$ cat config.mk
export PLATFORM = sky130hd
export DESIGN_NAME = guard_lock_device_flat
export DESIGN_NICKNAME = d
export VERILOG_FILES = /design/src/design/guard_lock_pkg.sv /design/src/design/guard_lock_if.sv /design/src/design/guard_lock_device.sv /design/src/flat_wrapper.sv
export VERILOG_INCLUDE_DIRS = /design/src /design/src/design
export SDC_FILE = /design/constraint.sdc
export NUM_CORES = 1
export LEC_CHECK = 0
export ABC_AREA = 1
export BUFFER_PORTS_ARGS = -buffer_cell sky130_fd_sc_hd__buf_2
export CORE_MARGIN = 4
export CORE_UTILIZATION = 46
export CTS_CLUSTER_DIAMETER = 80
export DETAILED_ROUTE_END_ITERATION = 12
export PLACE_DENSITY = 0.68
export SLEW_MARGIN = 20
export SYNTH_ARGS = -nofsm -noshare
export SYNTH_HDL_FRONTEND = slang
export SYNTH_SLANG_ARGS = --single-unit
$ cat constraint.sdc
create_clock -name clock -period 1.7 [get_ports clock]
set_input_delay 0.085 -clock clock [delete_from_list [all_inputs] [get_ports clock]]
set_output_delay 0.085 -clock clock [all_outputs]
set_load 0.02 [all_outputs]
$ cat src/design/guard_lock_regs.svh
`ifndef GUARD_LOCK_REGS_SVH
`define GUARD_LOCK_REGS_SVH
// ****************************************
// Timing figures in their own units.
// ****************************************
`define GL_CLK_MHZ          20
`define GL_TEST_PULSE_US    400
`define GL_TEST_PERIOD_US   20000
`define GL_ATTEMPT_US       200000
`define GL_BLINK_US         250000
`define GL_BLANK_US         1000
`define GL_DISCREPANCY_US   100000
`define GL_SETTLE_CYCLES    3
// ****************************************
// Cycle counts derived from the clock rate.
// ****************************************
`define GL_TEST_PULSE_CYC   (`GL_TEST_PULSE_US * `GL_CLK_MHZ)
`define GL_TEST_PERIOD_CYC  (`GL_TEST_PERIOD_US * `GL_CLK_MHZ)
`define GL_ATTEMPT_CYC      (`GL_ATTEMPT_US * `GL_CLK_MHZ)
`define GL_BLINK_CYC        (`GL_BLINK_US * `GL_CLK_MHZ)
`define GL_BLANK_CYC        (`GL_BLANK_US * `GL_CLK_MHZ)
`define GL_DISCREPANCY_CYC  (`GL_DISCREPANCY_US * `GL_CLK_MHZ)
`endif

$ cat src/design/guard_lock_pkg.sv
package guard_lock_pkg;
	typedef enum logic [1:0] {
		CMD_NONE   = 2'h0,
		CMD_LOCK   = 2'h1,
		CMD_UNLOCK = 2'h2
	} cmd_t;

	typedef enum logic [3:0] {
		ST_INIT      = 4'h0,
		ST_UNLOCKED  = 4'h1,
		ST_LOCK1     = 4'h3,
		ST_LOCK2     = 4'h2,
		ST_LOCKED    = 4'h6,
		ST_UNLOCKING = 4'h7,
		ST_FAULT     = 4'h5,
		ST_PWRLOCK   = 4'h4,
		ST_EXIT      = 4'hC
	} state_t;
endpackage

$ cat src/design/guard_lock_if.sv
`timescale 1ns/1ps
interface guard_lock_if;
	logic lockRequestInA;
	logic lockRequestInB;
	logic lockRequestRefIn;
	logic safeOutA;
	logic safeOutB;
	logic diagOut;

	modport dev (
		input  lockRequestInA,
		input  lockRequestInB,
		input  lockRequestRefIn,
		output safeOutA,
		output safeOutB,
		output diagOut
	);

	modport ctl (
		output lockRequestInA,
		output lockRequestInB,
		output lockRequestRefIn,
		input  safeOutA,
		input  safeOutB,
		input  diagOut
	);
endinterface

$ cat src/design/guard_lock_device.sv
// Functional notes
// - Emergency exit switches both safety outputs off.
// - No self relock while emergency exit held.
// - Pos/pos: A,B high plus ref grounded unlocks.
// - Pos/neg: joined inputs, ref open locks.
// - Failed first lock drive retries once.
// - Second failed lock drive enters fault.
// - After fault, drive only on input change.
// - Locked at power-up needs unlock, relock.
// - Yellow LED flashes until that relock.
// - Outputs tested by off pulses, 0.4 ms.
// - Monitor tolerates off pulses up to 0.4 ms.
// - Monitor discrepancy time about 100 ms.
// - Monitor blanks pulses shorter than 1 ms.
// - Two independent p-type safety outputs.
// - Controller tests its own driving outputs; here it drives them as steady levels.
// - Active manual release flashes all LEDs.
`timescale 1ns/1ps
`include "guard_lock_regs.svh"
module guard_lock_device #(
	parameter logic [23:0] ATTEMPT_CYCLES = 24'(`GL_ATTEMPT_CYC),
	parameter logic [23:0] TEST_PERIOD    = 24'(`GL_TEST_PERIOD_CYC),
	parameter logic [23:0] TEST_PULSE     = 24'(`GL_TEST_PULSE_CYC),
	parameter logic [23:0] BLINK_CYCLES   = 24'(`GL_BLINK_CYC)
) (
	// Clock and reset.
	input  wire logic  clock,
	input  wire logic  sys_rst,
	// Link toward the controller and monitor.
	guard_lock_if.dev  link,
	// Wiring variant strap, high for positive/negative.
	input  wire logic  variantPn,
	// Bolt sensors and mechanical inputs.
	input  wire logic  boltLocked,
	input  wire logic  boltUnlocked,
	input  wire logic  emergencyExit,
	input  wire logic  manualRelease,
	// Bolt drive.
	output logic       boltExtend,
	output logic       boltRetract,
	// Status LEDs.
	output logic       ledYellow,
	output logic       ledRed,
	output logic       ledGreen
);
	import guard_lock_pkg::*;

	// ****************************************
	// Input synchronisers.
	// ****************************************
	logic [6:0] syncFirst;
	logic [6:0] syncSecond;
	always_ff @(posedge clock) begin
		if (sys_rst) begin
			syncFirst  <= 7'h00;
			syncSecond <= 7'h00;
		end else begin
			syncFirst  <= {link.lockRequestInA, link.lockRequestInB,
				link.lockRequestRefIn, boltLocked, boltUnlocked,
				emergencyExit, manualRelease};
			syncSecond <= syncFirst;
		end
	end

	wire inA       = syncSecond[6];
	wire inB       = syncSecond[5];
	wire refGnd    = syncSecond[4];
	wire isLocked  = syncSecond[3];
	wire isOpen    = syncSecond[2];
	wire exitHeld  = syncSecond[1];
	wire relActive = syncSecond[0];

	// ****************************************
	// Control input decoding.
	// ****************************************
	function automatic cmd_t decodeCmd(input logic a, input logic b,
		input logic r, input logic pn);
		if (a && b && r)
			return CMD_UNLOCK;
		else if (!a && !b && (pn ? !r : r))
			return CMD_LOCK;
		else
			return CMD_NONE;
	endfunction

	wire cmd_t cmd = decodeCmd(inA, inB, refGnd, variantPn);

	// ****************************************
	// Sequencer.
	// ****************************************
	state_t      state;
	state_t      next_state;
	cmd_t        faultCmd;
	cmd_t        lastCmd;
	logic [23:0] timer;
	logic [1:0]  settle;
	logic        relockPending;
	logic        releaseFlag;

	wire timeout   = (timer == ATTEMPT_CYCLES - 24'h000001);
	wire settled   = (settle == 2'(`GL_SETTLE_CYCLES - 1));
	wire cmdMoved  = (cmd != lastCmd);
	wire faultLeft = (cmd != faultCmd);

	always_comb begin
		next_state = state;
		if (exitHeld && state != ST_INIT) begin
			next_state = ST_EXIT;
		end else begin
			case (state)
				ST_INIT: begin
					if (settled)
						next_state = isLocked ? ST_PWRLOCK : ST_UNLOCKED;
				end
				ST_PWRLOCK: begin
					if (cmd == CMD_UNLOCK)
						next_state = ST_UNLOCKING;
				end
				ST_EXIT: begin
					next_state = ST_UNLOCKED;
				end
				ST_UNLOCKED: begin
					if (cmd == CMD_LOCK)
						next_state = ST_LOCK1;
				end
				ST_LOCK1: begin
					if (isLocked)
						next_state = ST_LOCKED;
					else if (cmd == CMD_UNLOCK)
						next_state = ST_UNLOCKING;
					else if (timeout)
						next_state = ST_LOCK2;
				end
				ST_LOCK2: begin
					if (isLocked)
						next_state = ST_LOCKED;
					else if (cmd == CMD_UNLOCK)
						next_state = ST_UNLOCKING;
					else if (timeout)
						next_state = ST_FAULT;
				end
				ST_LOCKED: begin
					if (cmd == CMD_UNLOCK)
						next_state = ST_UNLOCKING;
					else if (!isLocked)
						next_state = ST_LOCK1;
				end
				ST_UNLOCKING: begin
					if (isOpen)
						next_state = ST_UNLOCKED;
					else if (timeout)
						next_state = ST_FAULT;
				end
				ST_FAULT: begin
					if (faultLeft)
						next_state = (cmd == CMD_UNLOCK) ? ST_UNLOCKING
							: ST_UNLOCKED;
				end
				default: begin
					next_state = ST_INIT;
				end
			endcase
		end
	end

	wire enterFault  = (next_state == ST_FAULT) && (state != ST_FAULT);
	wire enterLocked = (next_state == ST_LOCKED) && (state != ST_LOCKED);

	always_ff @(posedge clock) begin
		if (sys_rst) begin
			state         <= ST_INIT;
			timer         <= 24'h000000;
			settle        <= 2'h0;
			faultCmd      <= CMD_NONE;
			lastCmd       <= CMD_NONE;
			relockPending <= 1'b1;
			releaseFlag   <= 1'b0;
		end else begin
			state   <= next_state;
			lastCmd <= cmd;
			timer   <= (next_state != state) ? 24'h000000
				: timer + 24'h000001;
			if (!settled)
				settle <= settle + 2'h1;
			if (enterFault)
				faultCmd <= cmd;
			if (state == ST_INIT && settled && !isLocked)
				relockPending <= 1'b0;
			else if (enterLocked)
				relockPending <= 1'b0;
			if (relActive)
				releaseFlag <= 1'b1;
			else if (cmdMoved && cmd != CMD_NONE)
				releaseFlag <= 1'b0;
		end
	end

	// ****************************************
	// Safety outputs with staggered test pulses.
	// ****************************************
	logic [23:0] testCnt;
	always_ff @(posedge clock) begin
		if (sys_rst)
			testCnt <= 24'h000000;
		else if (testCnt == TEST_PERIOD - 24'h000001)
			testCnt <= 24'h000000;
		else
			testCnt <= testCnt + 24'h000001;
	end

	// Confirmed lock needs the state and the sensor to agree.
	wire safeAllowed = (state == ST_LOCKED) && isLocked
		&& !exitHeld;
	wire [23:0] halfPeriod = TEST_PERIOD >> 1;

	logic [1:0] safeReg;
	genvar ch;
	generate
		for (ch = 0; ch < 2; ch++) begin : gChannel
			wire [23:0] start = ch ? halfPeriod : 24'h000000;
			wire inPulse = (testCnt >= start)
				&& (testCnt < start + TEST_PULSE);
			always_ff @(posedge clock) begin
				if (sys_rst)
					safeReg[ch] <= 1'b0;
				else
					safeReg[ch] <= safeAllowed && !inPulse;
			end
		end
	endgenerate

	assign link.safeOutA = safeReg[1];
	assign link.safeOutB = safeReg[0];

	// ****************************************
	// Status LEDs and diagnostic output.
	// ****************************************
	logic [23:0] blinkCnt;
	logic        blink;
	logic        diagReg;
	always_ff @(posedge clock) begin
		if (sys_rst) begin
			blinkCnt <= 24'h000000;
			blink    <= 1'b0;
		end else if (blinkCnt == BLINK_CYCLES - 24'h000001) begin
			blinkCnt <= 24'h000000;
			blink    <= !blink;
		end else begin
			blinkCnt <= blinkCnt + 24'h000001;
		end
	end

	wire pwrBlink = relockPending && (state == ST_PWRLOCK
		|| state == ST_UNLOCKING || state == ST_UNLOCKED);

	always_ff @(posedge clock) begin
		if (sys_rst) begin
			ledYellow   <= 1'b0;
			ledRed      <= 1'b0;
			ledGreen    <= 1'b0;
			diagReg     <= 1'b0;
			boltExtend  <= 1'b0;
			boltRetract <= 1'b0;
		end else begin
			boltExtend  <= (next_state == ST_LOCK1)
				|| (next_state == ST_LOCK2);
			boltRetract <= (next_state == ST_UNLOCKING);
			diagReg     <= safeAllowed;
			if (releaseFlag) begin
				ledYellow <= blink;
				ledRed    <= blink;
				ledGreen  <= blink;
			end else begin
				ledYellow <= pwrBlink ? blink
					: (state == ST_LOCKED);
				ledRed    <= (state == ST_FAULT);
				ledGreen  <= 1'b1;
			end
		end
	end

	assign link.diagOut = diagReg;
endmodule

$ cat src/flat_wrapper.sv
// flat-port wrapper written by rule: the top's interface ports become plain ports
module guard_lock_device_flat import guard_lock_pkg::*;
#(
	parameter logic [23:0] ATTEMPT_CYCLES = 24'(`GL_ATTEMPT_CYC),
	parameter logic [23:0] TEST_PERIOD    = 24'(`GL_TEST_PERIOD_CYC),
	parameter logic [23:0] TEST_PULSE     = 24'(`GL_TEST_PULSE_CYC),
	parameter logic [23:0] BLINK_CYCLES   = 24'(`GL_BLINK_CYC)
)
  (clock, sys_rst, variantPn, boltLocked, boltUnlocked, emergencyExit, manualRelease, boltExtend, boltRetract, ledYellow, ledRed, ledGreen, link_lockRequestInA, link_lockRequestInB, link_lockRequestRefIn, link_safeOutA, link_safeOutB, link_diagOut);
  guard_lock_if link_i ();
  input  wire logic clock;
  input  wire logic sys_rst;
  input  wire logic variantPn;
  input  wire logic boltLocked;
  input  wire logic boltUnlocked;
  input  wire logic emergencyExit;
  input  wire logic manualRelease;
  output logic boltExtend;
  output logic boltRetract;
  output logic ledYellow;
  output logic ledRed;
  output logic ledGreen;
  input wire logic [$bits(link_i.lockRequestInA)-1:0] link_lockRequestInA;
  input wire logic [$bits(link_i.lockRequestInB)-1:0] link_lockRequestInB;
  input wire logic [$bits(link_i.lockRequestRefIn)-1:0] link_lockRequestRefIn;
  output wire logic [$bits(link_i.safeOutA)-1:0] link_safeOutA;
  output wire logic [$bits(link_i.safeOutB)-1:0] link_safeOutB;
  output wire logic [$bits(link_i.diagOut)-1:0] link_diagOut;
  assign link_i.lockRequestInA = link_lockRequestInA;
  assign link_i.lockRequestInB = link_lockRequestInB;
  assign link_i.lockRequestRefIn = link_lockRequestRefIn;
  assign link_safeOutA = link_i.safeOutA;
  assign link_safeOutB = link_i.safeOutB;
  assign link_diagOut = link_i.diagOut;
  guard_lock_device #(.ATTEMPT_CYCLES(ATTEMPT_CYCLES), .TEST_PERIOD(TEST_PERIOD), .TEST_PULSE(TEST_PULSE), .BLINK_CYCLES(BLINK_CYCLES)) u_core (.clock(clock), .sys_rst(sys_rst), .link(link_i), .variantPn(variantPn), .boltLocked(boltLocked), .boltUnlocked(boltUnlocked), .emergencyExit(emergencyExit), .manualRelease(manualRelease), .boltExtend(boltExtend), .boltRetract(boltRetract), .ledYellow(ledYellow), .ledRed(ledRed), .ledGreen(ledGreen));
endmodule
## After elaboration in Yosys (flattened, before gate mapping)

Index checks and enable logic that the tools add are counted.

- Register bits after elaboration: 107
- Input port bits: 10
- Logic and storage cells: 116

- Add/sub/neg operators: 4
- $lt $le $gt $ge: 4
- Equal/unequal tests: 24
- Mux-type cells: 28
- Reduce and logical (&&, ||, !) cells: 36

Operator list:

| kind | number |
|---|---|
| 24-bit by 1-bit adder with 24-bit output (second input constant) | 3 |
| 4-bit 2-to-1 mux | 14 |
| 4-bit case mux with 9 select lines | 1 |
| 4-bit by 3-bit == test with 1-bit output (second input constant) | 7 |
| 24-bit by 19-bit == test with 1-bit output (second input constant) | 1 |
| 24-bit by 22-bit == test with 1-bit output (second input constant) | 1 |
| 24-bit by 23-bit == test with 1-bit output (second input constant) | 1 |
| 24-bit by 1-bit greater-or-equal comparator with 1-bit output (second input constant) | 1 |
| 24-bit by 18-bit greater-or-equal comparator with 1-bit output (second input constant) | 1 |
| 24-bit by 13-bit < comparator with 1-bit output (second input constant) | 1 |
| 24-bit by 18-bit < comparator with 1-bit output (second input constant) | 1 |
| 1-bit logical AND | 17 |
| 4-bit by 2-bit == test with 1-bit output (second input constant) | 4 |
| 1-bit 2-to-1 mux | 10 |
| 1-bit zero test | 8 |
| 4-bit by 3-bit != test with 1-bit output (second input constant) | 2 |
| 3-bit 2-to-1 mux | 2 |
| 2-bit nonzero test | 3 |
| 2-bit OR reduction | 3 |
| 2-bit == test (second input constant) | 2 |
| 4-bit by 1-bit == test with 1-bit output (second input constant) | 1 |
| 4-bit == test (second input constant) | 1 |
| 4-bit zero test | 1 |
| 2-bit != test | 2 |
| 6 further kinds | 8 |

## Longest topological paths before layout

Gate-level depths: netlist of the first run.

- Depth after elaboration: 14
- Depth in mapped cells: 16

## Worst setup path after synthesis of the first run

OpenSTA, ideal clock, no wires.

- Kind: flip-flop to flip-flop
- Start: register u_core.testCnt[0]
- End: register u_core.testCnt[15]
- Arrival: 1.733 ns
- Data required time: 1.586 ns
- Slack: -0.147 ns
- Stages on the path, launching flop included: 10
- Clock period less this slack: 1.847 ns
- Cells stage by stage: dfxtp_1 > ha_1 > nand2_1 > nor2_2 > nand2_1 > nor2_2 > inv_2 > o41ai_4 > buf_4 > nor2_1

- Word-level cells in the longest chain between the ends: 2

RTL lines:

| item | RTL line | text |
|---|---|---|
| start: declaration | guard_lock_device.sv:201 | `logic [23:0] testCnt;` |
| start signal: assignment | guard_lock_device.sv:208 | `testCnt <= testCnt + 24'h000001;` |
| branches (longest 2 deep; another with 24-bit by 1-bit adder with 24-bit output) | - |  |

Several ways; the timed one is not identified.
A chain may end at the register's enable or synchronous reset.

## Final worst setup path of the first run

- Start: register u_core.settle[0]
- End: register u_core.timer[6]

- Word-level cells in the longest chain between the ends: 6

RTL lines:

| item | RTL line | text |
|---|---|---|
| start: declaration | guard_lock_device.sv:96 | `logic [1:0] settle;` |
| start signal: assignment | guard_lock_device.sv:184 | `settle <= settle + 2'h1;` |
| 2-bit == test | guard_lock_device.sv:101 | `` wire settled = (settle == 2'(`GL_SETTLE_CYCLES - 1)); `` |
| 4-bit 2-to-1 mux | guard_lock_device.sv:112 | `if (settled)` |
| 4-bit case mux with 9 select lines | guard_lock_device.sv:110 | `case (state)` |
| 4-bit 2-to-1 mux | guard_lock_device.sv:107 | `if (exitHeld && state != ST_INIT) begin` |
| 4-bit != test | guard_lock_device.sv:181 | `timer <= (next_state != state) ? 24'h000000` |
| 2-bit OR reduction (no source line) | - |  |
| end signal: assignment | guard_lock_device.sv:181 |  |
| end: declaration | guard_lock_device.sv:95 | `logic [23:0] timer;` |

Every way passes these cells.

==> impl_metrics.csv, run 1 <==
group,metric,value,unit
sta,hold_viol_final,0,
critical_path,critPathMaxStageDelay,0.35,ns
global_routing,met2_usage,0.3827,
critical_path,timing.critical_path.arrival,2.21,ns
global_routing,gr-usage-met3,0.04895,
yosys,mappedNetlistArea,5281,um^2
route,drt-pass1-iter-count,5,
yosys,synth_enable_flop_cells,0,
die,pin_count,18,
global_routing,grt_pass1_wl,24060,um
pwr,power_switching_share,0.3473,
die,initial_core_util,0.4788,
placement,dp_worst_setup_slack,-0.2669,ns
global_routing,grt.overflow.total,0,
placement,place.port_buffers,17,
route,detail_route.vias_per_cell,5.262,
placement,place.gp.congestion,0.9044,
yosys,synth_top_cell_by_area,"sky130_fd_sc_hd__dfxtp_1",
yosys,synth_top_area_frac,0.4056,
route,dr_total_vias,5583,
die,die_y,115.2,um
min_path,min_path_type,"in -> reg",
global_routing,grt_busiest_layer,"met2",
clock_network,number_of_buffers_created_by_cts,9,
sta,grt_setup_unrepaired,"true",
critical_path,worst_r2r_path_depth,16,
pwr,vdd_ir_drop_max,1.257,mV
critical_path,worst_setup_path_endpoint,"u_core.timer[6]",
die,core.rowCount,38,
route,finalWirelength,15850,um
yosys,synth_cell_types,40,
critical_path,worst-endpoint-required,1.99,ns
route,detail_route.drc_violations,0,
finish,antenna_cells,0,
finish,combined_area_of_the_multi_input_logic_cells,3541,um^2
yosys,syn_area_per_cell,7.275,um^2
sta,max_slew_margin,0.6640,
critical_path,cpMaxStageDelayCell,"sky130_fd_sc_hd__dfxtp_2",
pwr,power.switching,2685,uW
critical_path,cp_cell_sequence,"inv_2, ha_4, nand2_2, inv_2, nand3_2, nand2_2, inv_2, nand3_2, nor2_4, nand3_2, nor2_2, nand2_1, nand2_2, nand3_4, buf_12, nor3_2",
clock_network,clk_transition_reported_paths,0.07,ns
critical_path,criticalPathCategory,"reg -> reg",
finish,layout.area.seq,2193,um^2
placement,hpwlAfterDp,9235,um
critical_path,r2r_end,"u_core.timer[6]",
flow_run,max-cap-violations,0,
die,die_outline_width,115.2,um
pwr,power_report.internal_total,5046,uW
sta,setup_ws,-0.2266,ns
yosys,yosys_most_used_dff,"sky130_fd_sc_hd__dfxtp_1",
clock_network,h_tree_depth,3,
critical_path,worst-path-max-fanout,8,
yosys,netlist_instances,726,
yosys,yosys-top-cells-area,"sky130_fd_sc_hd__dfxtp_1 (41%), sky130_fd_sc_hd__nand2_1 (9.1%), sky130_fd_sc_hd__nor2_1 (7.8%)",
finish,areaGrowthSynthToFinish,56.34,%
yosys,synth_fp_nets,741,
pwr,combinationalPowerShare,0.359,
clock_network,clock_path_buffers,2,
sta,slew_viol_final,0,
route,drt-initial-drc-count,426,
global_routing,vias_in_the_first_global_route,5390,
placement,post-place-cells,994,
critical_path,cp-end-kind,"flop",
yosys,synth-seq-area-share,0.4056,
clock_network,clock_sinks,107,
clock_network,cts.root.buffer_cell,"sky130_fd_sc_hd__clkbuf_16",
clock_network,cts_tree,"yes",
sta,finalCriticalPeriod,1.927,ns
pwr,static-leakage-power,0.003478,uW
critical_path,worst_setup_path_startpoint,"u_core.settle[0]",
die,floorplan.die_area,13260,um^2
sta,timing.final.setup_violations,70,
yosys,yosys_register_bits,107,
clock_network,clock_latency_on_the_worst_skew_pair,0.36,ns
sta,final_min_period_over_clock_period,1.133,
finish,drive_gt1_frac,0.4734,
pwr,power.density,936.4,nW/um^2
critical_path,cp_launch_type,"flop",
global_routing,gr-usage-met1,0.2658,
run_status,run_status,"finished with violations",
pwr,p_total,7732,uW
critical_path,timing.reg2reg.setup_slack,-0.23,ns
global_routing,global_routing_usage_summed_across_all_routing_layers,0.2221,
global_routing,grt_antenna_before_repair,0,
pwr,clock_power_share,0.284,
pwr,share_seq_of_total_power,0.358,
finish,finish.net_count,931,
finish,nFillCells,709,
route,postRouteAntennaNets,0,
critical_path,rr_startpoint,"u_core.settle[0]",
run_status,failing_checks,"setup timing",
sta,worst_pin_slew,0.4994,ns
yosys,synth-async-reset-ratio,0,
yosys,synthesis.yosys.warnings,0,
sta,worst_clock_skew,0.005577,ns
global_routing,largest_net_degree_at_the_start_of_global_routing,24,
sta,max_freq,0.5190,GHz
die,core,11030,um^2
route,routed_wire_length_per_instance,14.94,um
finish,fin_cells,1061,
cell families (layout without fill, tap and decap cells):
kind of cell | after synthesis | in the layout | share of synthesized area
simple gates | 397 | 397 | 0.3682
flops | 107 | 107 | 0.4056
xor+xnor | 34 | 34 | 0.05638
buf+inv | 126 | 321 | 0.09666
fa+ha+maj | 5 | 5 | 0.01185
compound gates | 57 | 57 | 0.06136
sequential cells by signal (all words and copies together), names as in the netlist:
name,cells
u_core.link.safeOutB,1
u_core.blink,1
u_core.link.safeOutA,1
u_core.ledRed,1
u_core.blinkCnt,24
u_core.ledGreen,1
u_core.syncFirst,7
u_core.boltRetract,1
u_core.releaseFlag,1
u_core.faultCmd,2
u_core.testCnt,24
u_core.ledYellow,1
u_core.state,4
u_core.boltExtend,1
u_core.settle,2
u_core.timer,24
u_core.syncSecond,7
u_core.lastCmd,2
u_core.link.diagOut,1
u_core.relockPending,1
critical path: cells and delay by family (launching register included):
kind	cells	cell delay, ns
flops	1	0.35
buf+inv	4	0.31
fa+ha+maj	1	0.15
simple gates	11	1.03
Yosys cell counts, types with 10 or more instances:
master,instances
sky130_fd_sc_hd__nand2_1,128
sky130_fd_sc_hd__nor2_1,110
sky130_fd_sc_hd__dfxtp_1,107
sky130_fd_sc_hd__inv_1,106
sky130_fd_sc_hd__nand3_1,43
sky130_fd_sc_hd__a21oi_1,32
sky130_fd_sc_hd__nor3_1,26
sky130_fd_sc_hd__xor2_1,24
sky130_fd_sc_hd__nor3_2,22
sky130_fd_sc_hd__nand4_1,21
sky130_fd_sc_hd__o21ai_0,15
sky130_fd_sc_hd__nor4_1,11
sky130_fd_sc_hd__nor2_2,10
sky130_fd_sc_hd__xnor2_1,10
worst min-delay path by stage:
stage | from | end | slack, ns | cells after the start
finish | sys_rst | u_core.blinkCnt[23] | 0.18 | 5
global route | sys_rst | u_core.blinkCnt[23] | 0.18 | 5
CTS | sys_rst | u_core.blinkCnt[16] | 0.18 | 5
detailed placement | link_lockRequestInB | u_core.syncFirst[5] | 0.30 | 3
global placement | link_lockRequestInA | u_core.syncFirst[6] | 0.28 | 3
floorplan | manualRelease | u_core.syncFirst[0] | 0.19 | 2
cell type report:
cell class / instances / share of cell area
Timing Repair Buffer: 190 / 0.1917
Clock buffer: 10 / 0.02894
Tap cell: 140 / 0.02122
Multi-Input combinational cell: 493 / 0.4289
Inverter: 115 / 0.05501
Clock inverter: 6 / 0.008638
Sequential cell: 107 / 0.2656
power groups by stage:
stage,clock network (uW),logic (uW),registers (uW)
2_1_floorplan,0,1130,2810
3_3_place_gp,0,1790,2790
3_5_place_dp,0,1850,2790
4_1_cts,2230,2350,2750
5_1_grt,2330,2950,2780
6_report,2190,2770,2760
layer usage:
layer	share of wire	vias to the layer above
li1	-	2715
met1	0.39	2608
met2	0.52	203
met3	0.054	57
met4	0.038	0
met5	0	-
through the flow:
stage | hold WS (ns) | setup TNS [ns] | util | cell area [um^2]
2_1_floorplan | 0.1920 | -0.4871 | - | 5431
3_3_place_gp | 0.2842 | -5.660 | 0.5964 | 6579
3_5_place_dp | 0.2960 | -9.056 | 0.5964 | 6579
4_1_cts | 0.1842 | -3.252 | 0.6799 | 7500
5_1_grt | 0.1831 | -13.05 | 0.7485 | 8257
6_report | 0.1789 | -7.713 | 0.7485 | 8257
repair_timing:
| item | in CTS | in global routing |
|---|---|---|
| setup endpoints to repair | 79 | 79 |
| setup buffers | 25 | 15 |
| gates resized for setup | 94 | 159 |
| endpoints found under the hold margin | 7 | 0 |
| cloned | 3 | 2 |
| pin swaps | 53 | 46 |
| hold buffers | 7 | 0 |
cell usage in the layout, fill, tap and decap left out, types with 4 or more instances in the layout:
cell,count
sky130_fd_sc_hd__buf_4,142
sky130_fd_sc_hd__inv_1,92
sky130_fd_sc_hd__nand2_1,92
sky130_fd_sc_hd__dfxtp_1,84
sky130_fd_sc_hd__nor2_1,65
sky130_fd_sc_hd__nand2_2,33
sky130_fd_sc_hd__nor2_2,30
sky130_fd_sc_hd__nor2_4,27
sky130_fd_sc_hd__nand3_1,25
sky130_fd_sc_hd__xor2_1,22
sky130_fd_sc_hd__nand4_1,21
sky130_fd_sc_hd__nor3_2,20
sky130_fd_sc_hd__nand3_2,18
sky130_fd_sc_hd__a21oi_1,18
sky130_fd_sc_hd__buf_2,17
sky130_fd_sc_hd__inv_2,16
sky130_fd_sc_hd__nor3_4,15
sky130_fd_sc_hd__buf_6,15
sky130_fd_sc_hd__dfxtp_2,14
sky130_fd_sc_hd__nor3_1,13
sky130_fd_sc_hd__o21ai_0,11
sky130_fd_sc_hd__clkbuf_16,11
sky130_fd_sc_hd__xnor2_1,10
sky130_fd_sc_hd__a21oi_2,10
sky130_fd_sc_hd__dfxtp_4,9
sky130_fd_sc_hd__nor4_1,8
sky130_fd_sc_hd__nand3_4,7
sky130_fd_sc_hd__dlygate4sd3_1,7
sky130_fd_sc_hd__buf_12,5
sky130_fd_sc_hd__inv_4,4
sky130_fd_sc_hd__o21ai_1,4
sky130_fd_sc_hd__nand2_4,4
sky130_fd_sc_hd__a21oi_4,4
sky130_fd_sc_hd__or2_2,4
sky130_fd_sc_hd__ha_4,4
Power figures use the tool's default switching activity.
==> run 2, diff against run 1 <==
Settings changed: GPL_TIMING_DRIVEN set to 0, TNS_END_PERCENT set to 5.
==> impl_metrics.csv, run 2 (synthesis gave the netlist of run 1 again) <==
group,metric,value,unit
critical_path,criticalPathCategory,"reg -> reg",
route,dr_total_vias,4895,
global_routing,largest_net_degree_at_the_start_of_global_routing,20,
global_routing,grt.overflow.total,0,
sta,max_slew_margin,0.6474,
route,detail_route.vias_per_cell,5.191,
placement,hpwlAfterDp,8082,um
critical_path,cp_launch_type,"flop",
clock_network,clk_transition_reported_paths,0.07,ns
finish,finish.net_count,813,
global_routing,vias_in_the_first_global_route,4698,
critical_path,cp-end-kind,"flop",
run_status,failing_checks,"setup timing",
pwr,vdd_ir_drop_max,1.057,mV
finish,final_util,0.6152,
pwr,power.density,1140,nW/um^2
global_routing,global_routing_usage_summed_across_all_routing_layers,0.1941,
finish,areaGrowthSynthToFinish,28.50,%
global_routing,grt_pass1_wl,20990,um
critical_path,cp_cell_sequence,"inv_1, nand2_2, nor2_4, nand3b_1, nand2_1, nand2_1, nand4_1, nand2_1, nand2_2, nand3_4, buf_6, buf_16, nor3_2",
sta,timing.final.setup_violations,44,
route,drt-pass1-iter-count,6,
finish,nFillCells,934,
critical_path,cpMostUsedCell,"sky130_fd_sc_hd__nand2_1",
placement,place.port_buffers,16,
die,initial_core_util,0.4788,
clock_network,h_tree_depth,3,
clock_network,clock_path_buffers,2,
placement,dp_worst_setup_slack,-0.4308,ns
route,finalWirelength,12310,um
die,floorplan.die_area,13260,um^2
die,die_y,115.2,um
critical_path,worst-path-max-fanout,6,
critical_path,cpMaxStageDelayCell,"sky130_fd_sc_hd__dfxtp_2",
die,die_outline_width,115.2,um
sta,final_min_period_over_clock_period,1.177,
die,pin_count,18,
clock_network,cts_tree,"yes",
clock_network,number_of_buffers_created_by_cts,9,
critical_path,critPathMaxStageDelay,0.37,ns
run_status,run_status,"finished with violations",
sta,hold_viol_final,0,
critical_path,worst-path-buf-inv,3,
clock_network,clock_sinks,107,
sta,setup_ws,-0.3012,ns
finish,antenna_cells,0,
route,postRouteAntennaNets,0,
clock_network,cts.root.buffer_cell,"sky130_fd_sc_hd__clkbuf_16",
pwr,static-leakage-power,0.002748,uW
die,core,11030,um^2
critical_path,worst-endpoint-required,1.98,ns
route,drt-initial-drc-count,262,
sta,hold_ws,0.1711,ns
critical_path,critical-path-top-delay-family,"simple AND/OR/NAND/NOR gates",
sta,max_freq,0.4997,GHz
clock_network,clock_latency_on_the_worst_skew_pair,0.36,ns
route,detail_route.drc_violations,0,
min_path,min_path_type,"in -> reg",
sta,grt_setup_unrepaired,"true",
finish,mostFrequentLayoutCells,"sky130_fd_sc_hd__nand2_1 (111), sky130_fd_sc_hd__inv_1 (99), sky130_fd_sc_hd__nor2_1 (88)",
sta,worst_clock_skew,0.008190,ns
sta,finalCriticalPeriod,2.001,ns
route,routed_wire_length_per_instance,13.06,um
global_routing,grt_antenna_before_repair,0,
finish,reg_top3,"u_core.blinkCnt (24), u_core.testCnt (24), u_core.timer (24)",
finish,drive_gt1_frac,0.2889,
finish,layout.cells.most_common,"sky130_fd_sc_hd__nand2_1",
placement,place.gp.congestion,0.8855,
die,core.rowCount,38,
flow_run,max-cap-violations,0,
sta,worst_pin_slew,0.5241,ns
sta,slew_viol_final,0,
critical_path,timing.critical_path.arrival,2.28,ns
[run 2: cell count changes in the layout (fill, tap and decap cells not counted), moves of 8 or more]
cell,before,now
sky130_fd_sc_hd__a21oi_1,18,29
sky130_fd_sc_hd__buf_4,142,30
sky130_fd_sc_hd__nand2_1,92,111
sky130_fd_sc_hd__nand2_2,33,17
sky130_fd_sc_hd__nand3_1,25,37
sky130_fd_sc_hd__nand3_2,18,10
sky130_fd_sc_hd__nor2_1,65,88
sky130_fd_sc_hd__nor2_2,30,16
sky130_fd_sc_hd__nor2_4,27,18
sky130_fd_sc_hd__nor3_1,13,21
sky130_fd_sc_hd__nor3_4,15,2
[run 2: where the power goes]
part,switching (uW),leakage (uW),internal [uW]
Clock,999,0.000159,1220
Combinational,1330,0.00171,1420
Sequential,133,0.000883,2630
Total,2460,0.00275,5270
[run 2: final cells by class]
class | instances | area, um^2 | share of cell area
plain buffers | 11 | 113.9 | 0.01678
clock buffers | 10 | 239.0 | 0.03521
clock inverters | 6 | 81.33 | 0.01198
multi-input cells | 493 | 3033 | 0.4469
inverters | 115 | 434.2 | 0.06397
repair buffers | 61 | 506.7 | 0.07467
well taps | 140 | 175.2 | 0.02581
flip-flops and latches | 107 | 2203 | 0.3247
[run 2: timing repair]
| item | in CTS | in global routing |
|---|---|---|
| setup endpoints to repair | 77 | 80 |
| setup buffers | 26 | 9 |
| endpoints found under the hold margin | 7 | 0 |
| hold buffers | 7 | 0 |
| gates cloned | 3 | 0 |
| pin swaps | 26 | 19 |
| resized for setup | 71 | 60 |
[run 2: metrics by stage]
| stage | instance area, um^2 | cells | setup TNS (ns) | total power (uW) |
|---|---|---|---|---|
| after floorplan | 5384 | 726 | -0.8671 | 3904 |
| final | 6787 | 943 | -8.048 | 7736 |
| after global routing | 6787 | 943 | -16.54 | 8100 |
| after global placement | 5639 | 882 | -22.98 | 4174 |
| after detailed placement | 5639 | 882 | -23.21 | 4198 |
| after CTS | 6543 | 934 | -7.613 | 7588 |
[run 2: layer usage]
layer	global-route usage	vias to the layer above	wire (um)
met5	0	-	0
met4	0.08998	0	386
met3	0.03421	40	543
met2	0.3198	130	5805
met1	0.2473	2250	5578
li1	-	2475	-
[run 2: final timing paths]
check | endpoint | start | slack (ns) | cells past startpoint
worst max register to register | u_core.timer[22] | u_core.state[3] | -0.30 | 13
worst min register to register | u_core.syncSecond[6] | u_core.syncFirst[6] | 0.39 | 2
worst max-delay path | u_core.timer[22] | u_core.state[3] | -0.30 | 13
worst min-delay path | u_core.ledGreen | sys_rst | 0.17 | 2
[run 2: worst register-to-register path, cell delays in order, from the launching register on]
cell and delay, ns:
sky130_fd_sc_hd__dfxtp_2 0.37, sky130_fd_sc_hd__inv_1 0.09, sky130_fd_sc_hd__nand2_2 0.10, sky130_fd_sc_hd__nor2_4 0.15, sky130_fd_sc_hd__nand3b_1 0.14, sky130_fd_sc_hd__nand2_1 0.10, sky130_fd_sc_hd__nand2_1 0.09, sky130_fd_sc_hd__nand4_1 0.15
sky130_fd_sc_hd__nand2_1 0.11, sky130_fd_sc_hd__nand2_2 0.10, sky130_fd_sc_hd__nand3_4 0.11, sky130_fd_sc_hd__buf_6 0.15, sky130_fd_sc_hd__buf_16 0.12, sky130_fd_sc_hd__nor3_2 0.15
